**src/hw/srsel_pkg.sv**
```systemverilog
// Purpose: Constants and types shared by the status output selector.
// Assumes: 10 MHz clock; frequencies in 0.01 Hz steps on 16 bits.
// Notes: Mode codes are the values software writes to the selectors.
package srsel_pkg;
	// Selectable indication modes
	typedef enum logic [3:0] {
		SRSEL_NONE,
		SRSEL_RUN,
		SRSEL_FAULT,
		SRSEL_INV_FAULT,
		SRSEL_LOCKOUT,
		SRSEL_AT_SPEED,
		SRSEL_ABOVE3,
		SRSEL_CUR_LIMIT,
		SRSEL_AUTO_MANUAL
	} srsel_mode_t;

	// Register bus
	localparam int          ADDR_W      = 4;
	localparam logic [3:0]  OFS_SEL0    = 4'h0;   // Relay selector
	localparam logic [3:0]  OFS_SEL1    = 4'h1;   // Open-collector 1 selector
	localparam logic [3:0]  OFS_SEL2    = 4'h2;   // Open-collector 2 selector
	localparam logic [3:0]  OFS_STATUS  = 4'h3;   // Output and condition state
	localparam logic [3:0]  SEL_RESET   = 4'h0;   // Disabled after reset

	// Frequencies, 0.01 Hz per count
	localparam logic [15:0] STOP_FREQ   = 16'h0032; // 0.5 Hz
	localparam logic [15:0] SPEED_HYST  = 16'h012c; // 3 Hz
	localparam logic [2:0]  RESTART_MAX = 3'h5;     // Failed restarts before lockout

	// Current limit hold time
	localparam int          CLK_HZ      = 10_000_000;
	localparam int          HOLD_MS     = 500;
	localparam int          HOLD_CYC    = CLK_HZ / 1000 * HOLD_MS;
endpackage : srsel_pkg

```
**src/hw/srsel_hold_timer.sv**
```systemverilog
// Purpose: Minimum-on timer for the current limit indication.
// Assumes: limIn is synchronous to clk.
// Notes: Restarts on each rising edge of limIn.
`timescale 1ns/1ps
module srsel_hold_timer #(
	parameter int HOLD_CYC = srsel_pkg::HOLD_CYC
) (
	input  wire logic clk,
	input  wire logic rstn,
	input  wire logic limIn,
	output logic      holdOut
);
	logic        limDly_r;   // Previous limIn
	logic [22:0] cnt_r;      // Remaining hold cycles

	// Count down from entry; re-arm on each new entry
	always_ff @(posedge clk) begin
		if (!rstn) begin
			limDly_r <= 1'b0;
			cnt_r    <= 23'h0;
		end else begin
			limDly_r <= limIn;
			if (limIn && !limDly_r) begin
				cnt_r <= 23'(HOLD_CYC);
			end else if (cnt_r != 23'h0) begin
				cnt_r <= cnt_r - 23'h1;
			end
		end
	end

	// Held while the interval runs or the limit persists
	assign holdOut = (cnt_r != 23'h0) || limIn;

	// Each new entry reloads the full interval
	lim_entry_a: assert property (@(posedge clk) disable iff (!rstn)
		limIn && !limDly_r |=> cnt_r == 23'(HOLD_CYC))
		else $error("hold not reloaded on entry");
endmodule : srsel_hold_timer

```
**src/hw/srsel_top.sv**
```systemverilog
// Purpose: Drives one relay and two open-collector status outputs from drive state.
// Assumes: Drive state inputs are asynchronous and get two-stage synchronisers.
// Notes: Outputs are registered; power loss is modelled by reset or powerOk low.
`timescale 1ns/1ps
// Contract
// - Three programmable outputs: relay, two collectors
// - Disabled setting holds output off
// - Run: on start, off below 0.5Hz/trip
// - Fault: on with power, off on trip
// - Inverse fault: on at trip until cleared
// - Lockout: off after five failed restarts
// - At speed with 3 Hz hysteresis
// - On while frequency above preset three
// - Current limit held at least 500ms
// - On in automatic, off in manual
// - Protection trips form the fault event
module srsel_top #(
	parameter int HOLD_CYC = srsel_pkg::HOLD_CYC
) (
	input  wire logic        clk,
	input  wire logic        rstn,
	input  wire logic [3:0]  regAddr,
	input  wire logic [7:0]  regWdata,
	input  wire logic        regWr,
	input  wire logic        regRd,
	output logic [7:0]       regRdata,
	input  wire logic        powerOk,
	input  wire logic        startCmd,
	input  wire logic        stopCmd,
	input  wire logic [3:0]  protTrip,
	input  wire logic        faultClear,
	input  wire logic        restartFail,
	input  wire logic        autoRef,
	input  wire logic        curLimit,
	input  wire logic [15:0] outFreq,
	input  wire logic [15:0] setFreq,
	input  wire logic [15:0] preset3Freq,
	output logic             relayOut,
	output logic [1:0]       collectorOut
);
	localparam int NBIT = 10;  // Synchronised single-bit inputs

	// Two-stage synchronisers for all asynchronous single-bit inputs
	// Levels only: a pulse shorter than one clock may be lost here
	logic [NBIT-1:0] rawIn;
	logic [NBIT-1:0] syncA_r;   // First stage, read only by syncB_r
	logic [NBIT-1:0] syncB_r;   // Usable copies
	assign rawIn = {powerOk, startCmd, stopCmd, protTrip, faultClear, restartFail, autoRef};
	// curLimit is handled separately below

	always_ff @(posedge clk) begin
		if (!rstn) begin
			syncA_r <= '0;
			syncB_r <= '0;
		end else begin
			syncA_r <= rawIn;
			syncB_r <= syncA_r;
		end
	end

	logic       pwrS;        // Input power present
	logic       startS;      // Start command
	logic       stopS;       // Stop command
	logic [3:0] tripS;       // Protection circuit trips
	logic       clrS;        // Fault cleared
	logic       rfailS;      // Failed restart attempt
	logic       autoS;       // Automatic reference
	assign {pwrS, startS, stopS, tripS, clrS, rfailS, autoS} = syncB_r;

	// Current limit synchroniser
	logic limA_r;
	logic limB_r;
	always_ff @(posedge clk) begin
		if (!rstn) begin
			limA_r <= 1'b0;
			limB_r <= 1'b0;
		end else begin
			limA_r <= curLimit;
			limB_r <= limA_r;
		end
	end

	// Frequency words: two register stages as well; a torn word lasts one cycle
	// The drive holds each word steady for many clocks, so no handshake
	logic [15:0] fOutA_r;   // Output frequency, first stage
	logic [15:0] fOutB_r;   // Output frequency, usable
	logic [15:0] fSetA_r;   // Set point, first stage
	logic [15:0] fSetB_r;   // Set point, usable
	logic [15:0] fP3A_r;    // Third preset, first stage
	logic [15:0] fP3B_r;    // Third preset, usable
	always_ff @(posedge clk) begin
		if (!rstn) begin
			fOutA_r <= 16'h0;
			fOutB_r <= 16'h0;
			fSetA_r <= 16'h0;
			fSetB_r <= 16'h0;
			fP3A_r  <= 16'h0;
			fP3B_r  <= 16'h0;
		end else begin
			fOutA_r <= outFreq;
			fOutB_r <= fOutA_r;
			fSetA_r <= setFreq;
			fSetB_r <= fSetA_r;
			fP3A_r  <= preset3Freq;
			fP3B_r  <= fP3A_r;
		end
	end

	// Any protection circuit shuts the drive down in fault
	logic tripEv;
	assign tripEv = |tripS;

	// Selector registers, one per output
	logic [3:0] sel_r [3];
	always_ff @(posedge clk) begin
		if (!rstn) begin
			for (int i = 0; i < 3; i++) sel_r[i] <= srsel_pkg::SEL_RESET;
		end else if (regWr) begin
			if (regAddr == srsel_pkg::OFS_SEL0) sel_r[0] <= regWdata[3:0];
			if (regAddr == srsel_pkg::OFS_SEL1) sel_r[1] <= regWdata[3:0];
			if (regAddr == srsel_pkg::OFS_SEL2) sel_r[2] <= regWdata[3:0];
		end
	end

	// Fault latch: set wins over clear
	// Power loss empties the latch, so a restart begins clean
	logic faulted_r;
	always_ff @(posedge clk) begin
		if (!rstn || !pwrS) begin
			faulted_r <= 1'b0;
		end else if (tripEv) begin
			faulted_r <= 1'b1;
		end else if (clrS) begin
			faulted_r <= 1'b0;
		end
	end

	// Run mode latch and the stop request that waits for the ramp down
	logic running_r;    // Drive in run mode
	logic stopPend_r;   // Stop given, output not yet down to the stop frequency

	// Run mode latch; it shows run mode, not shaft motion
	always_ff @(posedge clk) begin
		if (!rstn || !pwrS || tripEv) begin
			running_r <= 1'b0;
		end else if (startS) begin
			running_r <= 1'b1;
		end else if ((stopS || stopPend_r) && fOutB_r <= srsel_pkg::STOP_FREQ) begin
			running_r <= 1'b0;
		end
	end

	// A stop command may be short while the ramp down is long: remember it
	always_ff @(posedge clk) begin
		if (!rstn || !pwrS || tripEv) begin
			stopPend_r <= 1'b0; // Run already ended
		end else if (startS) begin
			stopPend_r <= 1'b0; // New start cancels the stop
		end else if (stopS && running_r) begin
			stopPend_r <= 1'b1;
		end else if (!running_r) begin
			stopPend_r <= 1'b0; // Nothing left to stop
		end
	end

	// Ramp-down after a stop ends run mode
	stop_drop_a: assert property (@(posedge clk) disable iff (!rstn)
		running_r && stopPend_r && !startS && fOutB_r <= srsel_pkg::STOP_FREQ |=> !running_r)
		else $error("run kept after stop");

	// Failed restart counter; edge detected on the synchronised copy
	// Counting stops once locked; only power loss or reset unlocks
	logic       rfailD_r;
	logic [2:0] rfailCnt_r;
	logic       locked_r;
	always_ff @(posedge clk) begin
		if (!rstn || !pwrS) begin
			rfailD_r   <= 1'b0;
			rfailCnt_r <= 3'h0;
			locked_r   <= 1'b0;
		end else begin
			rfailD_r <= rfailS;
			if (rfailS && !rfailD_r && faulted_r && !locked_r) begin
				rfailCnt_r <= rfailCnt_r + 3'h1;
				if (rfailCnt_r + 3'h1 == srsel_pkg::RESTART_MAX) locked_r <= 1'b1;
			end
		end
	end

	// At-speed with hysteresis band
	// Exact match to enter, a full band of difference to leave
	logic [15:0] fDiff;
	logic        atSpeed_r;
	assign fDiff = (fOutB_r > fSetB_r) ? fOutB_r - fSetB_r : fSetB_r - fOutB_r;
	always_ff @(posedge clk) begin
		if (!rstn) begin
			atSpeed_r <= 1'b0;
		end else if (!atSpeed_r && fOutB_r == fSetB_r && running_r) begin
			atSpeed_r <= 1'b1;
		end else if (atSpeed_r && (fDiff >= srsel_pkg::SPEED_HYST || !running_r)) begin
			atSpeed_r <= 1'b0;
		end
	end

	// Current limit minimum hold
	// The timer sits after the synchroniser, so the hold counts from the seen edge
	logic limHold;
	srsel_hold_timer #(.HOLD_CYC(HOLD_CYC)) uHold (
		.clk     (clk),
		.rstn    (rstn),
		.limIn   (limB_r),
		.holdOut (limHold)
	);

	// Condition per mode
	// Every mode reads registered state, so an output follows its
	// condition one clock after the state changes
	function automatic logic pick(input logic [3:0] m, input logic run, input logic flt,
		input logic lck, input logic spd, input logic abv, input logic lim,
		input logic aut, input logic pw);
		case (srsel_pkg::srsel_mode_t'(m))
			srsel_pkg::SRSEL_NONE:        pick = 1'b0;
			srsel_pkg::SRSEL_RUN:         pick = run;
			srsel_pkg::SRSEL_FAULT:       pick = pw && !flt;
			srsel_pkg::SRSEL_INV_FAULT:   pick = flt;
			srsel_pkg::SRSEL_LOCKOUT:     pick = pw && !lck;
			srsel_pkg::SRSEL_AT_SPEED:    pick = spd;
			srsel_pkg::SRSEL_ABOVE3:      pick = abv;
			srsel_pkg::SRSEL_CUR_LIMIT:   pick = lim;
			srsel_pkg::SRSEL_AUTO_MANUAL: pick = aut;
			default:                      pick = 1'b0;            // Unused codes stay off
		endcase
	endfunction

	// Registered outputs, one per selector
	// Loss of supply drops all three together, whatever each selects
	logic [2:0] outs_r;
	logic       above3;
	assign above3 = fOutB_r > fP3B_r;
	generate
		for (genvar g = 0; g < 3; g++) begin : gOut
			always_ff @(posedge clk) begin
				if (!rstn || !pwrS) begin
					outs_r[g] <= 1'b0;
				end else begin
					outs_r[g] <= pick(sel_r[g], running_r, faulted_r, locked_r, atSpeed_r,
						above3, limHold, autoS, pwrS);
				end
			end
		end
	endgenerate
	assign relayOut     = outs_r[0];
	assign collectorOut = outs_r[2:1];

	// Read port, data in the following cycle
	// Reads have no side effects; status bits are live copies
	always_ff @(posedge clk) begin
		if (!rstn) begin
			regRdata <= 8'h0;
		end else if (regRd) begin
			case (regAddr)
				srsel_pkg::OFS_SEL0:   regRdata <= {4'h0, sel_r[0]};
				srsel_pkg::OFS_SEL1:   regRdata <= {4'h0, sel_r[1]};
				srsel_pkg::OFS_SEL2:   regRdata <= {4'h0, sel_r[2]};
				srsel_pkg::OFS_STATUS: regRdata <= {running_r, faulted_r, locked_r, atSpeed_r,
					limHold, outs_r};
				default:               regRdata <= 8'h0;
			endcase
		end else begin
			regRdata <= 8'h0;
		end
	end

	// Disabled selector never drives the relay
	relay_off_a: assert property (@(posedge clk) disable iff (!rstn)
		sel_r[0] == 4'h0 |=> !relayOut)
		else $error("relay on while disabled");

	// Disabled second collector stays off
	coll_off_a: assert property (@(posedge clk) disable iff (!rstn)
		sel_r[2] == 4'h0 |=> !collectorOut[1])
		else $error("collector on while disabled");

	// Trip clears the run indication
	run_trip_a: assert property (@(posedge clk) disable iff (!rstn)
		tripEv |=> !running_r)
		else $error("run kept after trip");

	// Run mode reaches the relay one clock later
	relay_run_a: assert property (@(posedge clk) disable iff (!rstn)
		sel_r[0] == 4'(srsel_pkg::SRSEL_RUN) && pwrS |=> relayOut == $past(running_r))
		else $error("relay does not follow run");

	// Fault mode: on with power, off once tripped
	fault_mode_a: assert property (@(posedge clk) disable iff (!rstn)
		sel_r[1] == 4'(srsel_pkg::SRSEL_FAULT) && pwrS |=> collectorOut[0] == !$past(faulted_r))
		else $error("fault mode output wrong");

	// Inverse fault follows trip
	inv_fault_a: assert property (@(posedge clk) disable iff (!rstn)
		tripEv && pwrS |=> faulted_r)
		else $error("fault not latched");

	// Clearing without a new trip empties the latch
	fault_clear_a: assert property (@(posedge clk) disable iff (!rstn)
		faulted_r && clrS && !tripEv && pwrS |=> !faulted_r)
		else $error("fault kept after clear");

	// Fifth failed restart locks the output off
	lock_count_a: assert property (@(posedge clk) disable iff (!rstn)
		rfailS && !rfailD_r && faulted_r && pwrS
			&& rfailCnt_r == srsel_pkg::RESTART_MAX - 3'h1 |=> locked_r)
		else $error("lockout not taken");

	// Lockout mode shows the inverse of the lock
	lock_out_a: assert property (@(posedge clk) disable iff (!rstn)
		sel_r[0] == 4'(srsel_pkg::SRSEL_LOCKOUT) && pwrS |=> relayOut == !$past(locked_r))
		else $error("lockout output wrong");

	// Inside the band the at-speed flag holds
	speed_band_a: assert property (@(posedge clk) disable iff (!rstn)
		atSpeed_r && running_r && fDiff < srsel_pkg::SPEED_HYST |=> atSpeed_r)
		else $error("at speed dropped inside band");

	// Above-preset mode tracks the comparison
	above_pre_a: assert property (@(posedge clk) disable iff (!rstn)
		sel_r[0] == 4'(srsel_pkg::SRSEL_ABOVE3) && pwrS |=> relayOut == $past(above3))
		else $error("above preset output wrong");

	// Hold keeps current limit output up
	lim_hold_a: assert property (@(posedge clk) disable iff (!rstn)
		$rose(limB_r) |=> limHold [*8])
		else $error("limit hold dropped early");

	// Limit mode shows the held limit
	lim_mode_a: assert property (@(posedge clk) disable iff (!rstn)
		sel_r[0] == 4'(srsel_pkg::SRSEL_CUR_LIMIT) && pwrS |=> relayOut == $past(limHold))
		else $error("limit output wrong");

	// Reference mode shows automatic as on
	auto_ref_a: assert property (@(posedge clk) disable iff (!rstn)
		sel_r[0] == 4'(srsel_pkg::SRSEL_AUTO_MANUAL) && pwrS |=> relayOut == $past(autoS))
		else $error("reference output wrong");

	// Power loss forces outputs off
	pwr_off_a: assert property (@(posedge clk) disable iff (!rstn)
		!pwrS |=> outs_r == 3'h0)
		else $error("output on without power");

	// Read data stands one cycle only
	rd_idle_a: assert property (@(posedge clk) disable iff (!rstn)
		!regRd |=> regRdata == 8'h0)
		else $error("read data outside its cycle");

	// Selector read returns the stored code
	sel_read_a: assert property (@(posedge clk) disable iff (!rstn)
		regRd && regAddr == srsel_pkg::OFS_SEL0 |=> regRdata == {4'h0, $past(sel_r[0])})
		else $error("selector read wrong");
endmodule : srsel_top

```
**config.mk**
```make
export PLATFORM = sky130hd
export DESIGN_NAME = srsel_top
export DESIGN_NICKNAME = d
export VERILOG_FILES = /design/src/hw/srsel_pkg.sv /design/src/hw/srsel_hold_timer.sv /design/src/hw/srsel_top.sv
export SDC_FILE = /design/constraint.sdc
export NUM_CORES = 1
export LEC_CHECK = 0
export BUFFER_PORTS_ARGS = -buffer_cell sky130_fd_sc_hd__buf_4
export CORE_MARGIN = 2
export CORE_UTILIZATION = 50
export CTS_CLUSTER_SIZE = 10
export DETAILED_ROUTE_END_ITERATION = 8
export GPL_TIMING_DRIVEN = 0
export PLACE_DENSITY = 0.75
export SETUP_SLACK_MARGIN = 0.15
export SLEW_MARGIN = 20
export SYNTH_ARGS = -nofsm -noshare
export SYNTH_HDL_FRONTEND = slang
export SYNTH_HIERARCHICAL = 1
export SYNTH_SLANG_ARGS = --single-unit
```
**constraint.sdc**
```tcl
create_clock -name clk -period 4.43 [get_ports clk]
set_input_delay 0.443 -clock clk [delete_from_list [all_inputs] [get_ports clk]]
set_output_delay 0.443 -clock clk [all_outputs]
set_load 0.01 [all_outputs]
```
# Yosys cells after proc, flatten, opt, wreduce, memory -nomap -nowiden

Memory sizes are Yosys's and may differ from the RTL's.
Index checks and enable logic that the tools add are counted.
W data, S select, Z words.

Register bits after elaboration: 162
Output and inout bits: 11
Memory bits (writable): 12
Memories: 1

Bitwise logic cells: 4
Muxes and demuxes: 31
Add/subtract/negate cells: 4
Reductions and logical operators: 35
Eq/ne operators: 30
Magnitude comparators: 4

Memories:

| memory | depth | bits a word | read ports | clocked after memory_dff | write ports | line             | text |
|---|---|---|---|---|---|---|---|
| sel_r  | 3     | 4           | 3          | 0                        | 3           | srsel_top.sv:114 | `logic [3:0] sel_r [3];` |

Operators by type and width:

| operator                | number |
|---|---|
| $eq A4 B3 Y1 const B    | 12 |
| $mux W23                | 2 |
| $eq A4 B2 Y1 const B    | 8 |
| $gt A16 B16 Y1          | 2 |
| $pmux W8 S4             | 1 |
| $sub A16 B16 Y16        | 2 |
| $pmux W1 S8             | 3 |
| $reduce_bool A23 Y1     | 1 |
| $sub A23 B1 Y23 const B | 1 |
| $mux W1                 | 21 |
| $eq A16 B16 Y1          | 1 |
| $eq A4 B1 Y1 const B    | 4 |
| $ge A16 B9 Y1 const B   | 1 |
| $le A16 B6 Y1 const B   | 1 |
| $mux W16                | 1 |
| $eq A4 B4 Y1 const B    | 3 |
| $mux W4                 | 3 |
| $logic_and A1 B1 Y1     | 11 |
| $logic_not A1 Y1        | 8 |
| $reduce_bool A2 Y1      | 4 |
| $logic_or A1 B1 Y1      | 5 |
| $logic_not A4 Y1        | 1 |
| $reduce_and A2 Y1       | 2 |
| $reduce_or A2 Y1        | 2 |
| 6 further kinds         | 8 |

# Longest topological paths before layout

Word-level depth: 7
Mapped depth: 12
Gate-level depth less buffers: 11

# By module

The synthesis kept the hierarchy.

By module, submodules not included:

| module           | cells an instance | seq. area each (µm²) | area each (µm²) | instances |
|---|---|---|---|---|
| srsel_top        | 693               | 3123.0               | 6701.4          | 1 |
| srsel_hold_timer | 142               | 480.5                | 1222.4          | 1 |

# Worst setup path after synthesis

OpenSTA, ideal clock, no wires.

Kind: reg-to-reg
From: reg fOutB_r[2]
To: reg atSpeed_r
Period minus slack after synthesis: 2.617 ns
Path slack: 1.813 ns
Library setup time: 0.088 ns
Stages on the path, launching flop included: 13
Data arrival time: 2.528 ns
Data required time: 4.342 ns
Buffers on the path: 1
Cells stage by stage: dfxtp_1 > inv_1 > ha_1 > buf_6 > o21a_1 > or3_1 > a32o_1 > o211ai_1 > o2111ai_1 > a31oi_1 > mux2i_1 > a211o_1 > o32ai_2

Cells in the longest elaborated chain, start to end: 6

RTL lines:

| element                                                   | line             | text |
|---|---|---|
| from (decl)                                               | srsel_top.sv:86  | `logic [15:0] fOutB_r;` |
| from (signal assigned)                                    | srsel_top.sv:101 | `fOutB_r <= fOutA_r;` |
| $sub A16 B16 Y16 / $gt A16 B16 Y1 (equally long branches) | srsel_top.sv:194 | `assign fDiff = (fOutB_r > fSetB_r) ? fOutB_r - fSetB_r : fSetB_r - fOutB_r;` |
| $mux W16                                                  | srsel_top.sv:194 |  |
| $ge A16 B9 Y1                                             | srsel_top.sv:200 | `end else if (atSpeed_r && (fDiff >= srsel_pkg::SPEED_HYST \|\| !running_r)) begin` |
| $logic_or A1 B1 Y1                                        | srsel_top.sv:200 |  |
| $logic_and A1 B1 Y1                                       | srsel_top.sv:200 |  |
| $reduce_bool A2 Y1 (no line)                              | -                |  |
| to (signal assigned)                                      | srsel_top.sv:197 | `atSpeed_r <= 1'b0;` |
| to (signal assigned)                                      | srsel_top.sv:199 | `atSpeed_r <= 1'b1;` |
| to (signal assigned)                                      | srsel_top.sv:201 | `atSpeed_r <= 1'b0;` |
| to (decl)                                                 | srsel_top.sv:193 | `logic atSpeed_r;` |

Parallel ways exist; a longest one is shown, timed or not.
A chain may end at the register's enable or synchronous reset.

# Worst setup path in the final report

From: reg fOutB_r[3]
To: reg atSpeed_r

Same word-level chain as after synthesis.

==> out/qor.yml <==
synth-seq-area-share_pct: 45.48
synth_nets: 961
setup.worst_path.end_class: "register"
fp.coreArea_um2: 15710
wire_per_inst_um: 14.62
post_synth_main_area_contributors: "dfxtp_1 41%, and2_1 10%, ha_1 8.1%"
cp-start-kind: "register"
timing.rr.start: "fOutB_r[3]$_SDFF_PN0_"
cts_hold_buf: 0
max_slew_margin_pct: 47.33
synth.cell_area_um2: 7924
hold_viol: 0
synth_flop_cell: "dfxtp_1"
dr.first_iter.drc_count: 375
required_ns: 4.77
final.setup.tns_ns: 0
powerDensity_nw_per_um2: 486.8
p_sw_share_pct: 31.70
detailed_place_hpwl_mm: 12.75
via_count_of_the_first_global_routing_pass: 5834
finalClockSkew_ns: 0.01200
timing_worst_slew_pin_value_ns: 0.7794
cts.repair_timing.setup_buffer_count: 0
layout-area-overhead-vs-synth_pct: 18.44
grt_max_degree: 18
post_route_cells_drive_above_1_share_pct: 15.03
synth.top_cell.area_share_pct: 40.93
dr.pass1.iters: 4
netSwitchingPower_uw: 1448
numClockSinks: 174
cts.htree.levels: 4
min_to: "fSetA_r[2]$_SDFF_PN0_"
placement.io_buffers: 79
slew_viol_final: 0
hold_class: "in2reg"
clock_tree_from_tritoncts: "built"
worstSkewPairLatency_ns: 0.43
r2r_end: "atSpeed_r$_SDFFE_PN0P_"
clk_root_buffer_cell: "clkbuf_16"
top_level_ports: 86
max-vdd-ir-drop_uv: 418.4
total_leakage_power_uw: 0.003935
core.rowCount: 46
post-synth-top-area-cell: "dfxtp_1"
pwr-share-seq_pct: 40.8
die_height_um: 129.9
cts.reportedPaths.clkPinSlew_ns: 0.07
cts.path.max_buffers: 2
postCtsResizedCells: 0
p_int_uw: 3120
setup.reg_to_reg.worst_slack_ns: 1.38
finalNetCount: 1059
finalWorstPathRequiredPeriod_ns: 3.049
cts_inserted_buffers: 17
worst_path_arrival_time_ns: 3.39
gp_congestion: 0.9163
timing.critical_path.fanout_max: 9
postSynthRegisterBits: 174
synthesis.area_per_instance_um2: 9.490
synth-edff-count: 12
antenna_cells_inserted: 0
min_period_over_period_pct: 68.82
antenna_found_initial: 0
die-area_um2: 16870
worst_reg2reg_path_length_in_cells: 12
global_route_wire_length_before_repair_mm: 28.10
drv.max_cap_violation_count: 0
grt-ovfl-total: 0
ant_nets: 0
whs_path_depth: 2
syn_inst: 835
initial_utilization_pct: 50.43
hp-start: "setFreq[2]"
comb_power_share_pct: 26.2
synth.distinct_cells: 68
rsz0062_at_grt: "false"
num-fill-cells: 1326
run_status: "finished clean"
grtUsageTotal_pct: 21.41
yosysWarnings: 6
holdWs_ns: 0.2210
die_width_um: 129.9
async_reset_ff_share_pct: 0
drc: 0
crit_type: "reg2reg"
power_frac_clock_pct: 33.0
routed-via-count: 5963
detail_route.wirelength_mm: 16.98
number_of_setup_violations_in_the_final_report: 0
max_freq_mhz: 328.0
vias_per_std_cell: 5.136
==> cell type report <==
type,count,area [µm²],area share (%)
sequential,174,3603,38.39
multi-input combinational,566,3930,41.87
clock inverter,12,155.1,1.653
inverter,57,214.0,2.280
clock buffer,19,442.9,4.719
buffer,38,176.4,1.880
timing repair buffer,79,593.1,6.319
tap,216,270.3,2.880
==> layout by cell type, fill, tap and decap left out, drive strengths merged, types with 4 or more instances in the layout <==
cell type  count
a211oi        10
a21o          14
a21oi         43
a31oi          9
and2         130
buf           89
clkbuf        47
dfxtp        162
edfxtp        12
ha            51
inv           63
mux2i          4
mux4           4
nand2         33
nand2b        11
nand3         13
nand3b         4
nand4         15
nor2          59
nor2b         14
nor3          16
nor4           7
o211ai         9
o21a           5
o21ai         21
o31ai          7
o41ai          5
or3            8
xnor2         16
xor2          21
==> how the worst max path moves through the flow <==
stage	start	endpoint	slack (ns)	cells past startpoint
after global placement	fOutB_r[2]$_SDFF_PN0_	atSpeed_r$_SDFFE_PN0P_	1.46	12
final	fOutB_r[3]$_SDFF_PN0_	atSpeed_r$_SDFFE_PN0P_	1.38	12
after floorplan	fOutB_r[2]$_SDFF_PN0_	atSpeed_r$_SDFFE_PN0P_	1.81	12
after CTS	fOutB_r[2]$_SDFF_PN0_	atSpeed_r$_SDFFE_PN0P_	1.40	12
after global routing	fOutB_r[9]$_SDFF_PN0_	atSpeed_r$_SDFFE_PN0P_	1.15	12
after detailed placement	fOutB_r[2]$_SDFF_PN0_	atSpeed_r$_SDFFE_PN0P_	1.41	12
==> cells in the mapped netlist (3+ instances only) <==
| library cell | n |
|---|---|
| nor2b_1 | 14 |
| nand2b_1 | 11 |
| xnor2_1 | 16 |
| xor2_1 | 21 |
| a21oi_1 | 43 |
| buf_6 | 3 |
| o211ai_1 | 9 |
| and3_1 | 3 |
| a211oi_1 | 7 |
| nand4_1 | 14 |
| or3_1 | 6 |
| nand3b_1 | 4 |
| nor3_1 | 14 |
| dfxtp_1 | 162 |
| a31oi_1 | 9 |
| mux4_2 | 4 |
| a21o_1 | 14 |
| o41ai_1 | 3 |
| nor4_1 | 6 |
| o21a_1 | 5 |
| inv_1 | 57 |
| mux2i_1 | 4 |
| edfxtp_1 | 12 |
| a211oi_2 | 3 |
| and2_1 | 129 |
| ha_1 | 51 |
| o31ai_1 | 7 |
| clkbuf_1 | 28 |
| buf_2 | 6 |
| nand2_1 | 33 |
| o21ai_0 | 18 |
| o21ai_1 | 3 |
| nor2_1 | 59 |
| nand3_1 | 12 |
==> layer usage <==
metal	up-vias	global-route usage (%)	share of wire (%)
met2	139	36.83	48
met5	-	0	0
met3	25	4.674	4.5
met4	0	7.274	1.9
met1	2762	26.68	45
li1	3037	-	-
==> critical path: stages, from the launching register on <==
cell,delay (ns)
dfxtp_1,0.40
inv_1,0.09
ha_1,0.31
buf_6,0.15
nand3_2,0.07
o21ba_2,0.19
o41ai_2,0.50
xnor2_1,0.19
o2111ai_1,0.22
a31oi_1,0.23
mux2i_1,0.09
a211o_1,0.30
o32ai_2,0.23
==> kinds of logic (layout without fill, tap and decap cells) <==
family                     count (synthesis)  in the layout  share of synthesized area, %
DFF                                      174            174                         45.48
AOI/OAI and AO/OA                        144            144                         12.46
buffers and inverters                     95            205                         4.927
muxes                                      9              9                         1.784
and+or+nand+nor                          325            325                         23.21
adders and majority gates                 51             51                         8.053
xor gates and xnor gates                  37             37                         4.090
==> through the flow <==
| stage | instance area (µm²) | util, % | setup slack (ns) | instances | power (µW) |
|---|---|---|---|---|---|
| after global routing | 9385 | 59.73 | 1.146 | 1161 | 4822 |
| final | 9385 | 59.73 | 1.381 | 1161 | 4569 |
| after CTS | 9385 | 59.73 | 1.399 | 1161 | 4579 |
| after global placement | 8787 | 55.92 | 1.464 | 1130 | 3055 |
| after detailed placement | 8787 | 55.92 | 1.414 | 1130 | 3072 |
| after floorplan | 7924 | - | 1.813 | 835 | 2792 |
==> flip-flops by register name, summed over array words and instances, names as in the netlist, 2 cells and up <==
register and flops:
collectorOut 2, fOutA_r 16, fOutB_r 16, fP3A_r 16, fP3B_r 16, fSetA_r 16
fSetB_r 16, regRdata 8, rfailCnt_r 3, sel_r 12, syncA_r 10, syncB_r 10
uHold/cnt_r 23
==> power groups by stage <==
stage          Clock (µW)  Sequential [µW]  Combinational, µW
2_1_floorplan           0             1860                928
3_3_place_gp            0             1890               1170
3_5_place_dp            0             1900               1180
4_1_cts              1530             1860               1190
5_1_grt              1590             1890               1350
6_report             1510             1870               1200
No activity file was read; power rests on OpenSTA's default activity.
